## src/hdl/qqif_pkg.sv

```systemverilog
// Package: register map, field layout, opcodes and lane encodings of the host framer
package qqif_pkg;
  // ----------------------------------------------------------------
  // Register offsets
  // ----------------------------------------------------------------
  localparam logic [7:0] REG_CTRL = 8'h00;
  localparam logic [7:0] REG_ADDR = 8'h04;
  localparam logic [7:0] REG_MODE = 8'h08;
  localparam logic [7:0] REG_LEN = 8'h0c;
  localparam logic [7:0] REG_TXDATA = 8'h10;
  localparam logic [7:0] REG_RXDATA = 8'h14;
  localparam logic [7:0] REG_STATUS = 8'h18;

  // ----------------------------------------------------------------
  // Control word fields
  // ----------------------------------------------------------------
  localparam int CTL_OP_LSB = 0;
  localparam int CTL_CMDW_LSB = 8;
  localparam int CTL_ADRW_LSB = 10;
  localparam int CTL_DATW_LSB = 12;
  localparam int CTL_AEN_BIT = 14;
  localparam int CTL_MEN_BIT = 15;
  localparam int CTL_RD_BIT = 16;
  localparam int CTL_DUM_LSB = 17;
  localparam int CTL_GO_BIT = 31;

  // ----------------------------------------------------------------
  // Status word fields
  // ----------------------------------------------------------------
  localparam int STS_BUSY_BIT = 0;
  localparam int STS_TXF_BIT = 1;
  localparam int STS_RXV_BIT = 2;
  localparam int STS_DONE_BIT = 3;
  localparam int STS_ALIGN_BIT = 4;
  localparam int STS_LEN_BIT = 5;
  localparam int STS_SEC0_BIT = 6;

  // ----------------------------------------------------------------
  // Lane widths, opcodes, reset values
  // ----------------------------------------------------------------
  typedef enum logic [1:0] {
    QQIF_W1 = 2'h0,
    QQIF_W2 = 2'h1,
    QQIF_W4 = 2'h2
  } qqif_width_t;

  localparam logic [7:0] OP_WORD_READ = 8'he7;
  localparam logic [7:0] OP_OCTAL_READ = 8'he3;
  localparam logic [7:0] OP_WRAP_SET = 8'h77;
  localparam logic [7:0] OP_PAGE_PROG = 8'h02;
  localparam logic [7:0] OP_QUAD_PROG = 8'h32;
  localparam logic [7:0] OP_SEC_PROG = 8'h42;
  localparam logic [7:0] OP_SEC_ERASE = 8'h44;
  localparam logic [7:0] OP_SEC_READ = 8'h48;
  localparam logic [15:0] WRAP_LEN = 16'h0004;
  localparam logic [15:0] WRAP_W_BYTE_LEFT = 16'h0002;
  localparam logic [31:0] RST_CTRL = 32'h0000_0000;
  localparam logic [7:0] RST_BYTE = 8'h00;

  // Shifts per byte minus one for a lane width
  function automatic logic [2:0] qqif_steps(input logic [1:0] w);
    logic [2:0] s;
    s = 3'h7;
    if (w == QQIF_W2) s = 3'h3;
    if (w == QQIF_W4) s = 3'h1;
    return s;
  endfunction : qqif_steps

  // Lanes driven for a lane width
  function automatic logic [3:0] qqif_mask(input logic [1:0] w);
    logic [3:0] m;
    m = 4'h1;
    if (w == QQIF_W2) m = 4'h3;
    if (w == QQIF_W4) m = 4'hf;
    return m;
  endfunction : qqif_mask
endpackage : qqif_pkg

```

## src/hdl/qqif_lane_if.sv

```systemverilog
// Interface: byte load, shift and capture between framer engine and lane shifter
`timescale 1ns/1ps
interface qqif_lane_if;
  logic ld;
  logic [7:0] ld_byte;
  logic sh;
  logic smp;
  logic [1:0] width;
  logic [3:0] lanes_in;
  logic [3:0] lanes_out;
  logic [7:0] cap_next;
  modport eng (output ld, ld_byte, sh, smp, width, lanes_in, input lanes_out, cap_next);
  modport sd (input ld, ld_byte, sh, smp, width, lanes_in, output lanes_out, cap_next);
endinterface : qqif_lane_if

```

## src/hdl/qqif_lane_shifter.sv

```systemverilog
// Lane shifter: splits a byte over one, two or four lanes and gathers read bytes
`timescale 1ns/1ps
module qqif_lane_shifter
  import qqif_pkg::*;
(
  input wire logic i_clock,
  input wire logic i_rst,
  qqif_lane_if.sd lane
);
  logic [7:0] tx_sh_ff;
  logic [7:0] rx_sh_ff;

  // ----------------------------------------------------------------
  // Transmit: upper bits go out first
  // ----------------------------------------------------------------
  always_ff @(posedge i_clock) begin
    if (i_rst) begin
      tx_sh_ff <= RST_BYTE;
    end else if (lane.ld) begin
      tx_sh_ff <= lane.ld_byte;
    end else if (lane.sh) begin
      case (lane.width)
        QQIF_W4: tx_sh_ff <= {tx_sh_ff[3:0], 4'h0};
        QQIF_W2: tx_sh_ff <= {tx_sh_ff[5:0], 2'h0};
        default: tx_sh_ff <= {tx_sh_ff[6:0], 1'h0};
      endcase
    end
  end

  always_comb begin
    case (lane.width)
      QQIF_W4: lane.lanes_out = tx_sh_ff[7:4];
      QQIF_W2: lane.lanes_out = {2'h0, tx_sh_ff[7:6]};
      default: lane.lanes_out = {3'h0, tx_sh_ff[7]};
    endcase
  end

  // ----------------------------------------------------------------
  // Receive: single-lane data returns on lane1
  // ----------------------------------------------------------------
  always_comb begin
    case (lane.width)
      QQIF_W4: lane.cap_next = {rx_sh_ff[3:0], lane.lanes_in};
      QQIF_W2: lane.cap_next = {rx_sh_ff[5:0], lane.lanes_in[1:0]};
      default: lane.cap_next = {rx_sh_ff[6:0], lane.lanes_in[1]};
    endcase
  end

  always_ff @(posedge i_clock) begin
    if (i_rst) begin
      rx_sh_ff <= RST_BYTE;
    end else if (lane.smp) begin
      rx_sh_ff <= lane.cap_next;
    end
  end
endmodule : qqif_lane_shifter

```

## src/hdl/qqif_host.sv

```systemverilog
// Host framer: builds opcode, address, mode, dummy and data phases on one, two or four lanes
//
// Implementation choices: the address map and strobed register access.
`timescale 1ns/1ps
// How it works
// - Quad bytes take two clocks, upper nibble first, bit 7 on lane3.
// - Quad I/O address and mode byte go four bits per clock, high nibble first.
// - Word quad I/O read is only started with an even address.
// - Octal word read needs low four address bits zero; no dummy clocks.
// - Wrap setting sends eight quad clocks; only the seventh carries wrap bits.
// - Program sends one to 256 bytes; extra bytes wrap within the page. Here only a zero length is refused; REG_LEN takes up to 65535.
// - Every byte travels most significant bit first on any lane count.
// - Prefer security registers one to three; register zero is reserved.
// - Four-line command mode sends opcode, address and data on all lanes.
// - Quad output read: one-lane opcode and address, dummy byte, quad data.
// - Dual address pairs: odd bits on lane1, even on lane0, high first.
// - Raising select ends every instruction.
module qqif_host
  import qqif_pkg::*;
#(
  parameter int LANE_CLK_HALF = 4
) (
  input wire logic I_CLOCK,
  input wire logic I_RST,
  input wire logic [7:0] I_ADDR,
  input wire logic [31:0] I_WDATA,
  input wire logic I_WR,
  input wire logic I_RD,
  output logic [31:0] O_RDATA,
  output logic O_SEL_N,
  output logic O_SCLK,
  input wire logic [3:0] I_LANE,
  output logic [3:0] O_LANE,
  output logic [3:0] O_LANE_OE
);
  // ----------------------------------------------------------------
  // Parameter check
  // ----------------------------------------------------------------
  // Input sync takes two cycles, so each clock half needs at least three
  if (LANE_CLK_HALF < 3 || LANE_CLK_HALF > 255) begin : g_bad_half
    $error("LANE_CLK_HALF out of range");
  end

  typedef enum logic [6:0] {
    ST_IDLE = 7'b000_0001,
    ST_CMD = 7'b000_0010,
    ST_ADDR = 7'b000_0100,
    ST_MODE = 7'b000_1000,
    ST_DUMMY = 7'b001_0000,
    ST_DATA = 7'b010_0000,
    ST_END = 7'b100_0000
  } qqif_state_t;

  localparam logic [7:0] HALF_TC = 8'(LANE_CLK_HALF - 1);

  qqif_state_t st_ff;
  qqif_state_t nxt_st;
  logic [31:0] ctrl_ff;
  logic [23:0] addr_ff;
  logic [7:0] mode_ff;
  logic [15:0] len_ff;
  logic [7:0] tx_data_ff;
  logic tx_full_ff;
  logic [7:0] rx_data_ff;
  logic rx_valid_ff;
  logic done_ff;
  logic err_align_ff;
  logic err_len_ff;
  logic warn_sec0_ff;
  logic wait_tx_ff;
  logic [7:0] div_ff;
  logic [2:0] bit_cnt_ff;
  logic [1:0] aidx_ff;
  logic [4:0] dummy_ff;
  logic [3:0] in_meta_ff;
  logic [3:0] in_sync_ff;
  logic [31:0] rdata_ff;
  logic sel_n_ff;
  logic sclk_ff;
  logic [3:0] lane_o_ff;
  logic [3:0] lane_oe_ff;

  logic [1:0] cmd_w;
  logic [1:0] adr_w;
  logic [1:0] dat_w;
  logic cfg_rd;
  logic is_wrap;
  logic running;
  logic tick;
  logic fall;
  logic stall;
  logic start_req;
  logic bad_align;
  logic bad_len;
  logic start_ok;
  logic ld;
  logic [7:0] ld_byte;
  logic sh;
  logic smp;
  logic take_tx;
  logic push_rx;
  logic set_wait;
  logic to_post;
  logic to_data;
  logic data_byte;
  logic [7:0] wrap_byte;
  logic [1:0] st_w;
  logic [1:0] nxt_w;

  qqif_lane_if lane ();

  qqif_lane_shifter u_shifter (
    .i_clock(I_CLOCK),
    .i_rst(I_RST),
    .lane(lane.sd)
  );

  assign cmd_w = ctrl_ff[CTL_CMDW_LSB +: 2];
  assign adr_w = ctrl_ff[CTL_ADRW_LSB +: 2];
  assign dat_w = ctrl_ff[CTL_DATW_LSB +: 2];
  assign cfg_rd = ctrl_ff[CTL_RD_BIT];
  assign is_wrap = ctrl_ff[CTL_OP_LSB +: 8] == OP_WRAP_SET;

  // ----------------------------------------------------------------
  // Start checks
  // ----------------------------------------------------------------
  assign start_req = I_WR && I_ADDR == REG_CTRL && I_WDATA[CTL_GO_BIT] && st_ff == ST_IDLE;
  assign bad_align = (I_WDATA[7:0] == OP_WORD_READ && addr_ff[0]) ||
    (I_WDATA[7:0] == OP_OCTAL_READ && addr_ff[3:0] != 4'h0);
  assign bad_len = len_ff == 16'h0000 && (I_WDATA[7:0] == OP_PAGE_PROG ||
    I_WDATA[7:0] == OP_QUAD_PROG || I_WDATA[7:0] == OP_SEC_PROG);
  assign start_ok = start_req && !bad_align && !bad_len;

  // ----------------------------------------------------------------
  // Lane clock divider
  // ----------------------------------------------------------------
  assign running = st_ff != ST_IDLE;
  assign tick = running && div_ff == HALF_TC;
  assign fall = tick && sclk_ff && st_ff != ST_END;
  // Holding the clock low is the only back-pressure the link has
  assign stall = st_ff == ST_DATA && (cfg_rd ? rx_valid_ff : wait_tx_ff);

  always_ff @(posedge I_CLOCK) begin
    if (I_RST || !running || tick) begin
      div_ff <= 8'h00;
    end else begin
      div_ff <= div_ff + 8'h01;
    end
  end

  always_ff @(posedge I_CLOCK) begin
    if (I_RST) begin
      sclk_ff <= 1'b0;
    end else if (tick && st_ff != ST_END) begin
      sclk_ff <= sclk_ff ? 1'b0 : !stall;
    end
  end

  // ----------------------------------------------------------------
  // Phase sequencing
  // ----------------------------------------------------------------
  assign wrap_byte = (st_ff == ST_DATA && len_ff == WRAP_W_BYTE_LEFT) ?
    {1'b0, mode_ff[6:4], 4'h0} : RST_BYTE;

  always_comb begin
    nxt_st = st_ff;
    ld = 1'b0;
    ld_byte = RST_BYTE;
    sh = 1'b0;
    smp = 1'b0;
    take_tx = 1'b0;
    push_rx = 1'b0;
    set_wait = 1'b0;
    to_post = 1'b0;
    to_data = 1'b0;
    data_byte = 1'b0;
    if (start_ok) begin
      nxt_st = ST_CMD;
      ld = 1'b1;
      ld_byte = I_WDATA[7:0];
    end
    if (wait_tx_ff && tx_full_ff) begin
      ld = 1'b1;
      ld_byte = tx_data_ff;
      take_tx = 1'b1;
    end
    if (fall) begin
      smp = st_ff == ST_DATA && cfg_rd;
      if (st_ff == ST_DUMMY) begin
        to_data = dummy_ff == 5'h01;
      end else if (bit_cnt_ff != 3'h0) begin
        sh = 1'b1;
      end else begin
        case (st_ff)
          ST_CMD: begin
            if (ctrl_ff[CTL_AEN_BIT]) begin
              nxt_st = ST_ADDR;
              ld = 1'b1;
              ld_byte = addr_ff[23:16];
            end else begin
              to_post = 1'b1;
            end
          end
          ST_ADDR: begin
            if (aidx_ff != 2'h0) begin
              ld = 1'b1;
              ld_byte = (aidx_ff == 2'h2) ? addr_ff[15:8] : addr_ff[7:0];
            end else if (ctrl_ff[CTL_MEN_BIT]) begin
              nxt_st = ST_MODE;
              ld = 1'b1;
              ld_byte = mode_ff;
            end else begin
              to_post = 1'b1;
            end
          end
          ST_MODE: to_post = 1'b1;
          ST_DATA: begin
            push_rx = cfg_rd;
            if (len_ff == 16'h0001) begin
              nxt_st = ST_END;
            end else begin
              data_byte = 1'b1;
            end
          end
          default: nxt_st = st_ff;
        endcase
      end
      if (to_post) begin
        if (ctrl_ff[CTL_DUM_LSB +: 5] != 5'h00) begin
          nxt_st = ST_DUMMY;
        end else begin
          to_data = 1'b1;
        end
      end
      if (to_data) begin
        if (len_ff == 16'h0000) begin
          nxt_st = ST_END;
        end else begin
          nxt_st = ST_DATA;
          data_byte = 1'b1;
        end
      end
      if (data_byte && !cfg_rd) begin
        if (is_wrap) begin
          ld = 1'b1;
          ld_byte = wrap_byte;
        end else if (tx_full_ff) begin
          ld = 1'b1;
          ld_byte = tx_data_ff;
          take_tx = 1'b1;
        end else begin
          set_wait = 1'b1;
        end
      end
    end
  end

  always_comb begin
    case (nxt_st)
      ST_ADDR, ST_MODE: nxt_w = adr_w;
      ST_DATA: nxt_w = dat_w;
      default: nxt_w = cmd_w;
    endcase
    case (st_ff)
      ST_ADDR, ST_MODE: st_w = adr_w;
      ST_DATA: st_w = dat_w;
      default: st_w = cmd_w;
    endcase
  end

  assign lane.ld = ld;
  assign lane.ld_byte = ld_byte;
  assign lane.sh = sh;
  assign lane.smp = smp;
  assign lane.width = st_w;
  assign lane.lanes_in = in_sync_ff;

  always_ff @(posedge I_CLOCK) begin
    if (I_RST) begin
      st_ff <= ST_IDLE;
    end else if (st_ff == ST_END && tick) begin
      st_ff <= ST_IDLE;
    end else begin
      st_ff <= nxt_st;
    end
  end

  always_ff @(posedge I_CLOCK) begin
    if (I_RST) begin
      bit_cnt_ff <= 3'h0;
    end else if (start_ok) begin
      bit_cnt_ff <= qqif_steps(I_WDATA[CTL_CMDW_LSB +: 2]);
    end else if (ld || to_data) begin
      // Reads enter data with no load, so the count is armed here
      bit_cnt_ff <= qqif_steps(nxt_w);
    end else if (sh) begin
      bit_cnt_ff <= bit_cnt_ff - 3'h1;
    end else if (smp) begin
      bit_cnt_ff <= qqif_steps(dat_w);
    end
  end

  always_ff @(posedge I_CLOCK) begin
    if (I_RST) begin
      aidx_ff <= 2'h0;
      dummy_ff <= 5'h00;
      wait_tx_ff <= 1'b0;
    end else begin
      if (nxt_st == ST_ADDR && st_ff != ST_ADDR) begin
        aidx_ff <= 2'h2;
      end else if (ld && st_ff == ST_ADDR) begin
        aidx_ff <= aidx_ff - 2'h1;
      end
      if (nxt_st == ST_DUMMY && st_ff != ST_DUMMY) begin
        dummy_ff <= ctrl_ff[CTL_DUM_LSB +: 5];
      end else if (fall && st_ff == ST_DUMMY) begin
        dummy_ff <= dummy_ff - 5'h01;
      end
      if (set_wait) begin
        wait_tx_ff <= 1'b1;
      end else if (take_tx) begin
        wait_tx_ff <= 1'b0;
      end
    end
  end

  // ----------------------------------------------------------------
  // Pins: select, clock, lanes
  // ----------------------------------------------------------------
  always_ff @(posedge I_CLOCK) begin
    if (I_RST) begin
      sel_n_ff <= 1'b1;
    end else if (start_ok) begin
      sel_n_ff <= 1'b0;
    end else if (nxt_st == ST_END) begin
      sel_n_ff <= 1'b1;
    end
  end

  always_ff @(posedge I_CLOCK) begin
    if (I_RST) begin
      lane_o_ff <= 4'h0;
      lane_oe_ff <= 4'h0;
    end else begin
      lane_o_ff <= lane.lanes_out;
      if (st_ff == ST_CMD || st_ff == ST_ADDR || st_ff == ST_MODE ||
          (st_ff == ST_DATA && !cfg_rd)) begin
        lane_oe_ff <= qqif_mask(st_w);
      end else begin
        lane_oe_ff <= 4'h0;
      end
    end
  end

  always_ff @(posedge I_CLOCK) begin
    if (I_RST) begin
      in_meta_ff <= 4'h0;
      in_sync_ff <= 4'h0;
    end else begin
      in_meta_ff <= I_LANE;
      in_sync_ff <= in_meta_ff;
    end
  end

  // ----------------------------------------------------------------
  // Software registers
  // ----------------------------------------------------------------
  always_ff @(posedge I_CLOCK) begin
    if (I_RST) begin
      ctrl_ff <= RST_CTRL;
      addr_ff <= 24'h00_0000;
      mode_ff <= RST_BYTE;
      len_ff <= 16'h0000;
    end else begin
      if (start_ok) begin
        ctrl_ff <= I_WDATA;
        if (I_WDATA[7:0] == OP_WRAP_SET) begin
          ctrl_ff[CTL_RD_BIT] <= 1'b0;
        end
      end
      if (I_WR && I_ADDR == REG_ADDR && st_ff == ST_IDLE) begin
        addr_ff <= I_WDATA[23:0];
      end
      if (I_WR && I_ADDR == REG_MODE && st_ff == ST_IDLE) begin
        mode_ff <= I_WDATA[7:0];
      end
      if (start_ok && I_WDATA[7:0] == OP_WRAP_SET) begin
        len_ff <= WRAP_LEN;
      end else if (fall && st_ff == ST_DATA && bit_cnt_ff == 3'h0) begin
        len_ff <= len_ff - 16'h0001;
      end else if (I_WR && I_ADDR == REG_LEN && st_ff == ST_IDLE) begin
        len_ff <= I_WDATA[15:0];
      end
    end
  end

  always_ff @(posedge I_CLOCK) begin
    if (I_RST) begin
      tx_data_ff <= RST_BYTE;
      tx_full_ff <= 1'b0;
      rx_data_ff <= RST_BYTE;
      rx_valid_ff <= 1'b0;
    end else begin
      if (I_WR && I_ADDR == REG_TXDATA) begin
        tx_data_ff <= I_WDATA[7:0];
        tx_full_ff <= 1'b1;
      end else if (take_tx) begin
        tx_full_ff <= 1'b0;
      end
      if (push_rx) begin
        rx_data_ff <= lane.cap_next;
        rx_valid_ff <= 1'b1;
      end else if (I_RD && I_ADDR == REG_RXDATA) begin
        rx_valid_ff <= 1'b0;
      end
    end
  end

  // Sticky flags; a new event wins over a clear in the same cycle
  always_ff @(posedge I_CLOCK) begin
    if (I_RST) begin
      done_ff <= 1'b0;
      err_align_ff <= 1'b0;
      err_len_ff <= 1'b0;
      warn_sec0_ff <= 1'b0;
    end else begin
      if (st_ff == ST_END && tick) begin
        done_ff <= 1'b1;
      end else if (I_WR && I_ADDR == REG_STATUS && I_WDATA[STS_DONE_BIT]) begin
        done_ff <= 1'b0;
      end
      if (start_req && bad_align) begin
        err_align_ff <= 1'b1;
      end else if (I_WR && I_ADDR == REG_STATUS && I_WDATA[STS_ALIGN_BIT]) begin
        err_align_ff <= 1'b0;
      end
      if (start_req && bad_len) begin
        err_len_ff <= 1'b1;
      end else if (I_WR && I_ADDR == REG_STATUS && I_WDATA[STS_LEN_BIT]) begin
        err_len_ff <= 1'b0;
      end
      if (start_ok && addr_ff[23:8] == 16'h0000 && (I_WDATA[7:0] == OP_SEC_PROG ||
          I_WDATA[7:0] == OP_SEC_ERASE || I_WDATA[7:0] == OP_SEC_READ)) begin
        warn_sec0_ff <= 1'b1;
      end else if (I_WR && I_ADDR == REG_STATUS && I_WDATA[STS_SEC0_BIT]) begin
        warn_sec0_ff <= 1'b0;
      end
    end
  end

  always_ff @(posedge I_CLOCK) begin
    if (I_RST) begin
      rdata_ff <= 32'h0000_0000;
    end else if (I_RD) begin
      case (I_ADDR)
        REG_CTRL: rdata_ff <= ctrl_ff;
        REG_ADDR: rdata_ff <= {8'h00, addr_ff};
        REG_MODE: rdata_ff <= {24'h00_0000, mode_ff};
        REG_LEN: rdata_ff <= {16'h0000, len_ff};
        REG_RXDATA: rdata_ff <= {24'h00_0000, rx_data_ff};
        REG_STATUS: rdata_ff <= {25'h000_0000, warn_sec0_ff, err_len_ff, err_align_ff,
          done_ff, rx_valid_ff, tx_full_ff, running};
        default: rdata_ff <= 32'h0000_0000;
      endcase
    end else begin
      rdata_ff <= 32'h0000_0000;
    end
  end

  assign O_RDATA = rdata_ff;
  assign O_SEL_N = sel_n_ff;
  assign O_SCLK = sclk_ff;
  assign O_LANE = lane_o_ff;
  assign O_LANE_OE = lane_oe_ff;
endmodule : qqif_host

```

## config.mk

```make
export PLATFORM = sky130hd
export DESIGN_NAME = qqif_host
export DESIGN_NICKNAME = d
export VERILOG_FILES = /design/src/hdl/qqif_pkg.sv /design/src/hdl/qqif_lane_if.sv /design/src/hdl/qqif_lane_shifter.sv /design/src/hdl/qqif_host.sv
export SDC_FILE = /design/constraint.sdc
export NUM_CORES = 1
export LEC_CHECK = 0
export BUFFER_PORTS_ARGS = -buffer_cell sky130_fd_sc_hd__buf_2
export CAP_MARGIN = 20
export CORE_ASPECT_RATIO = 2
export CORE_UTILIZATION = 25
export DETAILED_ROUTE_END_ITERATION = 10
export PLACE_DENSITY = 0.44
export RECOVER_POWER = 50
export SYNTH_ARGS = -nofsm -noshare
export SYNTH_HDL_FRONTEND = slang
export SYNTH_HIERARCHICAL = 1
export SYNTH_SLANG_ARGS = --single-unit
```

## constraint.sdc

```tcl
create_clock -name I_CLOCK -period 6.4 [get_ports I_CLOCK]
set_input_delay 0.96 -clock I_CLOCK [delete_from_list [all_inputs] [get_ports I_CLOCK]]
set_output_delay 0.96 -clock I_CLOCK [all_outputs]
set_load 0.03 [all_outputs]
```

Word level (Yosys, flattened, before mapping)
Cells that the tools add are included.
{"block": "op_classes", "addsub": 5, "n_reduce_logical": 88, "bitwise": 2, "mux": 120, "eq_ne": 44}
{"op": "32-bit one-hot mux with 6 select lines", "count": 1}
{"op": "8-bit two-way mux", "count": 14}
{"op": "7-bit two-way mux", "count": 13}
{"op": "1-bit two-way mux", "count": 64}
{"op": "8-bit one-hot mux with 2 select lines", "count": 3}
{"op": "1-bit logical AND", "count": 43}
{"op": "8-bit by 7-bit equality test with 1-bit output, second input constant", "count": 5}
{"op": "3-bit two-way mux", "count": 11}
{"op": "16-bit zero test", "count": 2}
{"op": "16-bit two-way mux", "count": 2}
{"op": "7-bit one-hot mux with 4 select lines", "count": 1}
{"op": "2-bit nonzero test", "count": 13}
{"op": "8-bit by 5-bit equality test with 1-bit output, second input constant", "count": 3}
{"op": "16-bit by 1-bit equality test with 1-bit output, second input constant", "count": 1}
{"op": "16-bit by 2-bit equality test with 1-bit output, second input constant", "count": 1}
{"op": "8-bit by 2-bit equality test with 1-bit output, second input constant", "count": 2}
{"op": "8-bit by 4-bit equality test with 1-bit output, second input constant", "count": 2}
{"op": "8-bit equality test, second input constant", "count": 2}
{"op": "16-bit by 1-bit subtractor with 16-bit output, second input constant", "count": 1}
{"op": "7-bit by 3-bit equality test with 1-bit output, second input constant", "count": 2}
{"op": "7-bit by 4-bit equality test with 1-bit output, second input constant", "count": 2}
{"op": "7-bit by 5-bit equality test with 1-bit output, second input constant", "count": 2}
{"op": "7-bit by 6-bit equality test with 1-bit output, second input constant", "count": 2}
{"op": "7-bit equality test, second input constant", "count": 2}
{"op": "31 further kinds", "count": 65}
{"block": "word_totals", "wordCells": 288, "regBits": 193, "in_bits": 48, "out_inout_bits": 42}

Logic depth before layout (Yosys ltp)
{"block": "depth", "word_depth": 24, "ltp_mapped": 15, "ltp_nobuf": 15}

Modules after synthesis
The synthesis kept the hierarchy.
{"mod": "qqif_host", "cells_each": 1045, "n_inst": 1, "area_per_inst_um2": 8354.3, "seq_area_each_um2": 3543.4}
{"mod": "qqif_lane_shifter", "cells_each": 121, "n_inst": 1, "area_per_inst_um2": 955.9, "seq_area_each_um2": 300.3}

Worst setup path before layout
OpenSTA, ideal clock, no wires.
{"block": "synth_path", "path_type": "input port to flip-flop", "startpoint": "input I_ADDR[5]", "endpoint": "register bit_cnt_ff[2]", "t_arrival_ns": 3.778, "path_stages": 12, "setup_ns": 0.132, "path_slack_ns": 2.491, "n_path_buf": 1, "required_ns": 6.268, "cell_sequence": "or4_1 -> clkbuf_1 -> nor3b_1 -> and3_1 -> nand3_1 -> nand2_1 -> and4bb_4 -> nand4_1 -> a221o_1 -> ha_1 -> a31oi_1 -> o21ai_0"}
{"block": "synth_via", "elab_chain_cells": 24, "elab_cells_between_ends": 43, "classes_between": "eq/ne: 5; mux: 29; reduce/logical: 9"}
{"item": "start: declaration", "line_no": "qqif_host.sv:25", "source": "input wire logic [7:0] I_ADDR,"}
{"item": "8-bit zero test (*)", "line_no": "qqif_host.sv:127", "source": "assign start_req = I_WR && I_ADDR == REG_CTRL && I_WDATA[CTL_GO_BIT] && st_ff == ST_IDLE;"}
{"item": "1-bit logical AND (*) (3 in a row)", "line_no": "qqif_host.sv:127"}
{"item": "1-bit logical AND (*) (2 in a row)", "line_no": "qqif_host.sv:132", "source": "assign start_ok = start_req && !bad_align && !bad_len;"}
{"item": "7-bit two-way mux", "line_no": "qqif_host.sv:177", "source": "if (start_ok) begin"}
{"item": "7-bit two-way mux", "line_no": "qqif_host.sv:208", "source": "end else if (ctrl_ff[CTL_MEN_BIT]) begin"}
{"item": "7-bit two-way mux", "line_no": "qqif_host.sv:205", "source": "if (aidx_ff != 2'h0) begin"}
{"item": "7-bit one-hot mux with 4 select lines", "line_no": "qqif_host.sv:194", "source": "case (st_ff)"}
{"item": "7-bit two-way mux", "line_no": "qqif_host.sv:191", "source": "end else if (bit_cnt_ff != 3'h0) begin"}
{"item": "(+5 left out)"}
{"item": "7-bit by 3-bit equality test with 1-bit output or 7-bit by 4-bit equality test with 1-bit output (tied branches)", "line_no": "qqif_host.sv:259", "source": "case (nxt_st)"}
{"item": "2-bit OR reduction", "line_no": "qqif_host.sv:259"}
{"item": "2-bit one-hot mux with 2 select lines", "line_no": "qqif_host.sv:259"}
{"item": "2-bit by 1-bit equality test with 1-bit output", "line_no": "qqif_pkg.sv:64", "source": "if (w == QQIF_W2) s = 3'h3;"}
{"item": "3-bit two-way mux", "line_no": "qqif_pkg.sv:64"}
{"item": "3-bit two-way mux", "line_no": "qqif_pkg.sv:65", "source": "if (w == QQIF_W4) s = 3'h1;"}
{"item": "3-bit two-way mux", "line_no": "qqif_host.sv:293", "source": "end else if (ld || to_data) begin"}
{"item": "3-bit two-way mux", "line_no": "qqif_host.sv:291", "source": "end else if (start_ok) begin"}
{"item": "end signal: assignment", "line_no": "qqif_host.sv:292", "source": "bit_cnt_ff <= qqif_steps(I_WDATA[CTL_CMDW_LSB +: 2]);"}
{"item": "end signal: assignment", "line_no": "qqif_host.sv:295", "source": "bit_cnt_ff <= qqif_steps(nxt_w);"}
{"item": "end signal: assignment", "line_no": "qqif_host.sv:297", "source": "bit_cnt_ff <= bit_cnt_ff - 3'h1;"}
{"item": "end: declaration", "line_no": "qqif_host.sv:72", "source": "logic [2:0] bit_cnt_ff;"}
Every way passes the cells marked *; elsewhere a longest branch is shown, timed or not.
A chain may end at the register's enable or synchronous reset.

Final worst setup path
{"block": "layout_path", "startpoint": "input I_RST", "endpoint": "register st_ff[5]"}
{"block": "layout_via", "elab_chain_cells": 1}
{"item": "start: declaration", "line_no": "qqif_host.sv:24", "source": "input wire logic I_RST,"}
{"item": "2-bit OR reduction (no source line)"}
{"item": "end signal: assignment", "line_no": "qqif_host.sv:284", "source": "st_ff <= nxt_st;"}
{"item": "end: declaration", "line_no": "qqif_host.sv:56", "source": "qqif_state_t st_ff;"}
No other way between the ends.

==> run_results.csv <==
group,metric,value,unit
placed_design,postPlaceCellArea,0.0101,mm2
yosys,ys_dominant_reg_cell,"dfxtp_1",
cts,clkLatencyLatePin,0.46,ns
worst_setup_path,cp_max_fo,78,
timing,maxSlewViolCount,139,
placed_design,io_buffers,89,
yosys,syn_nets,1230,
finish,instances_no_fill,1676,
route,drt_pass1_iterations,8,
finish,fin_nets,1273,
yosys,ys_seq_area_share,41.3,%
yosys,syn_inst,1166,
timing,max_freq,0.207,GHz
global_routing,grt_usage,19.2,%
finish,multi_input_area,0.00504,mm2
timing,period_minus_slack,4.82,ns
finish,num_antenna_cells,0,
finish,final_common_cell,"dfxtp_1",
finish,ff_latch_area,0.00384,mm2
timing,setup_viol,0,
finish,syn_to_final_growth,14.5,%
global_routing,grt_pass1_vias,8740,
floorplanning,chipHeight,275,um
timing,period_share,75.3,%
yosys,synthArstFlopShare,0,%
route,vias_per_cell,5.31,
route,drt-total-wl,36300,um
route,route.detailed.drc,10,
yosys,synth_warnings,6,
global_routing,grt_pass1_wl,53900,um
global_routing,antenna_found_initial,0,
cts,cts.sinks,192,
placed_design,dp_cells,1644,
route,drt.antenna.violating_nets,0,
yosys,ys_ff_latch,192,
finish,fin_util,29.2,%
timing,tightest_slew,2.79,ns
cts,cts_setup_buffers,0,
cts,tritoncts,"done",
yosys,synthesis.area,0.00931,mm2
timing,relSlewSlack,-86.1,%
cts,holdBufCountCts,0,
yosys,syn_avg_cell_area,7.98,um2
worst_setup_path,max_stage_delay,1.92,ns
cts,cts-resized-gates,0,
cts,htreeDepth,4,
min_path,hold_path.class,"register to register",
cts,clk_path_buf_depth,2,
yosys,synth-edff-count,0,
worst_setup_path,crit_family,"buffers and inverters",
pwr,p_leak,3.64,nW
worst_setup_path,path_cells,"clkbuf_1, clkbuf_2, or2_2, inv_1, and2_2",
timing,fin_worst_skew,0.0145,ns
cts,clkSlewWorstSetupHoldPaths,0.08,ns
cts,numCtsBuffers,17,
timing,rsz0062_at_grt,"no",
finish,final_cell_mix,"192 x dfxtp_1, 190 x nand2_1, 124 x a21oi_1",
route,wire_per_inst,21.7,um
worst_setup_path,cp_num_buf_inv,3,
cts,cts-root-buf,"clkbuf_16",
yosys,synthDistinctLibCells,74,
floorplanning,start_util,25.5,%
worst_setup_path,critical_path_class,"input port to register",
placed_design,dp_hpwl,28000,um
worst_setup_path,cp.arrival,5.16,ns
finish,design_area,0.0107,mm2
route,drt_iter0_drc,568,
timing,fin_setup_tns,0,ns
pwr,peakVddDrop,0.191,mV
floorplanning,fp.dieW,138,um
floorplanning,num_io_pins,90,
route,via_count,8902,
finish,fillers,3951,
timing,hold_viol,0,
worst_setup_path,cp.required,6.74,ns
finish,drive_gt1_share,9.00,%
pwr,powerDensity,226,mW/mm2
placed_design,gp_congestion,0.950,
worst_setup_path,endpoint_kind,"register",
floorplanning,fp.coreArea,0.0365,mm2
global_routing,grt_overflow,0,
floorplanning,placement_rows,99,
run,drv_cap,2,
floorplanning,die_area,0.0381,mm2
worst_setup_path,startpoint_type,"input port",
worst_setup_path,critical-path-slowest-cell,"clkbuf_1",
global_routing,grt_max_degree,79,
status,status,"finished, violations left",
status,violations,"DRC, capacitance limit, slew limit",
[tightest hold or removal path, delay by kind of cell, from the launching register on]
family,cells,cell delay (ns)
flops,1,0.31
simple gates,1,0.05
compound gates,1,0.05
[cells in the mapped netlist, types with 7 or more instances]
cell type	instances	share of area [%]
mux2i_1	29	3.1
a22oi_1	46	3.7
nor3b_1	11	0.89
nor4_1	18	1.2
nand2b_1	10	0.67
or3_1	7	0.47
o211ai_1	9	0.73
a21oi_1	124	6.7
o21ai_0	31	1.7
a31oi_1	11	0.74
nor3_1	27	1.5
nor2b_1	23	1.5
nand3_1	32	1.7
inv_1	31	1.2
ha_1	16	2.2
and3_1	19	1.3
clkbuf_1	61	2.5
nand4_1	7	0.47
dfxtp_1	192	41
or4_1	7	0.56
a221oi_1	16	1.5
and2_1	15	1.0
nor2_1	106	4.3
nand2_1	190	7.7
xor2_1	8	0.75
[report_power, final]
group	switching [mW]	leakage [nW]	internal [mW]
sequential	0.00164	1.55	1.20
combinational	0.0514	1.79	0.0191
clock	0.508	0.301	0.634
total	0.561	3.64	1.85
[metrics by stage]
stage | setup slack, ns | total power [mW] | hold WS [ns]
floorplan | 2.49 | 1.26 | 0.414
global placement | 2.04 | 1.30 | 0.436
detailed placement | 1.97 | 1.30 | 0.424
CTS | 2.20 | 2.44 | 0.450
global route | 1.21 | 2.49 | 0.462
finish | 1.58 | 2.41 | 0.449
[registers in the layout, indices dropped and copies added (netlist names), 16 cells and up]
| name | count |
|---|---|
| len_ff | 16 |
| addr_ff | 24 |
| ctrl_ff | 32 |
| O_RDATA | 32 |
[per-layer routing]
metal  wire, um  vias to the layer above  track usage [%]
met5          0                        -                0
met4       2650                        0             15.2
met3       1250                       99             2.80
met2      19900                      291             37.5
met1      12500                     4264             17.7
li1           -                     4248                -
[layout make-up]
| class | count | area share, % |
|---|---|---|
| clock inverter | 13 | 1.61 |
| sequential | 192 | 36.1 |
| multi-input combinational | 866 | 47.3 |
| inverter | 31 | 1.09 |
| clock buffer | 19 | 4.16 |
| timing repair buffer | 101 | 4.46 |
| tap | 454 | 5.33 |
[path summary, 6_finish.rpt]
check | to | slack, ns | cells past startpoint | start
setup reg to reg | bit_cnt_ff[2]$_SDFFE_PP0P_ | 2.13 | 12 | st_ff[1]$_SDFF_PP0_
hold / removal | ctrl_ff[29]$_SDFFE_PP0P_ | 0.45 | 2 | ctrl_ff[29]$_SDFFE_PP0P_
hold reg to reg | ctrl_ff[29]$_SDFFE_PP0P_ | 0.45 | 2 | ctrl_ff[29]$_SDFFE_PP0P_
setup / recovery | st_ff[5]$_SDFF_PP0_ | 1.58 | 5 | I_RST
[kinds of logic after synthesis]
kind of cell | share of synthesized area (%)
mux | 3.12
flops | 41.3
xor+xnor | 1.32
compound gates | 21.2
simple gates | 26.3
buf+inv | 4.68
fa+ha+maj | 2.15
No activity file was read; power rests on OpenSTA's default activity.
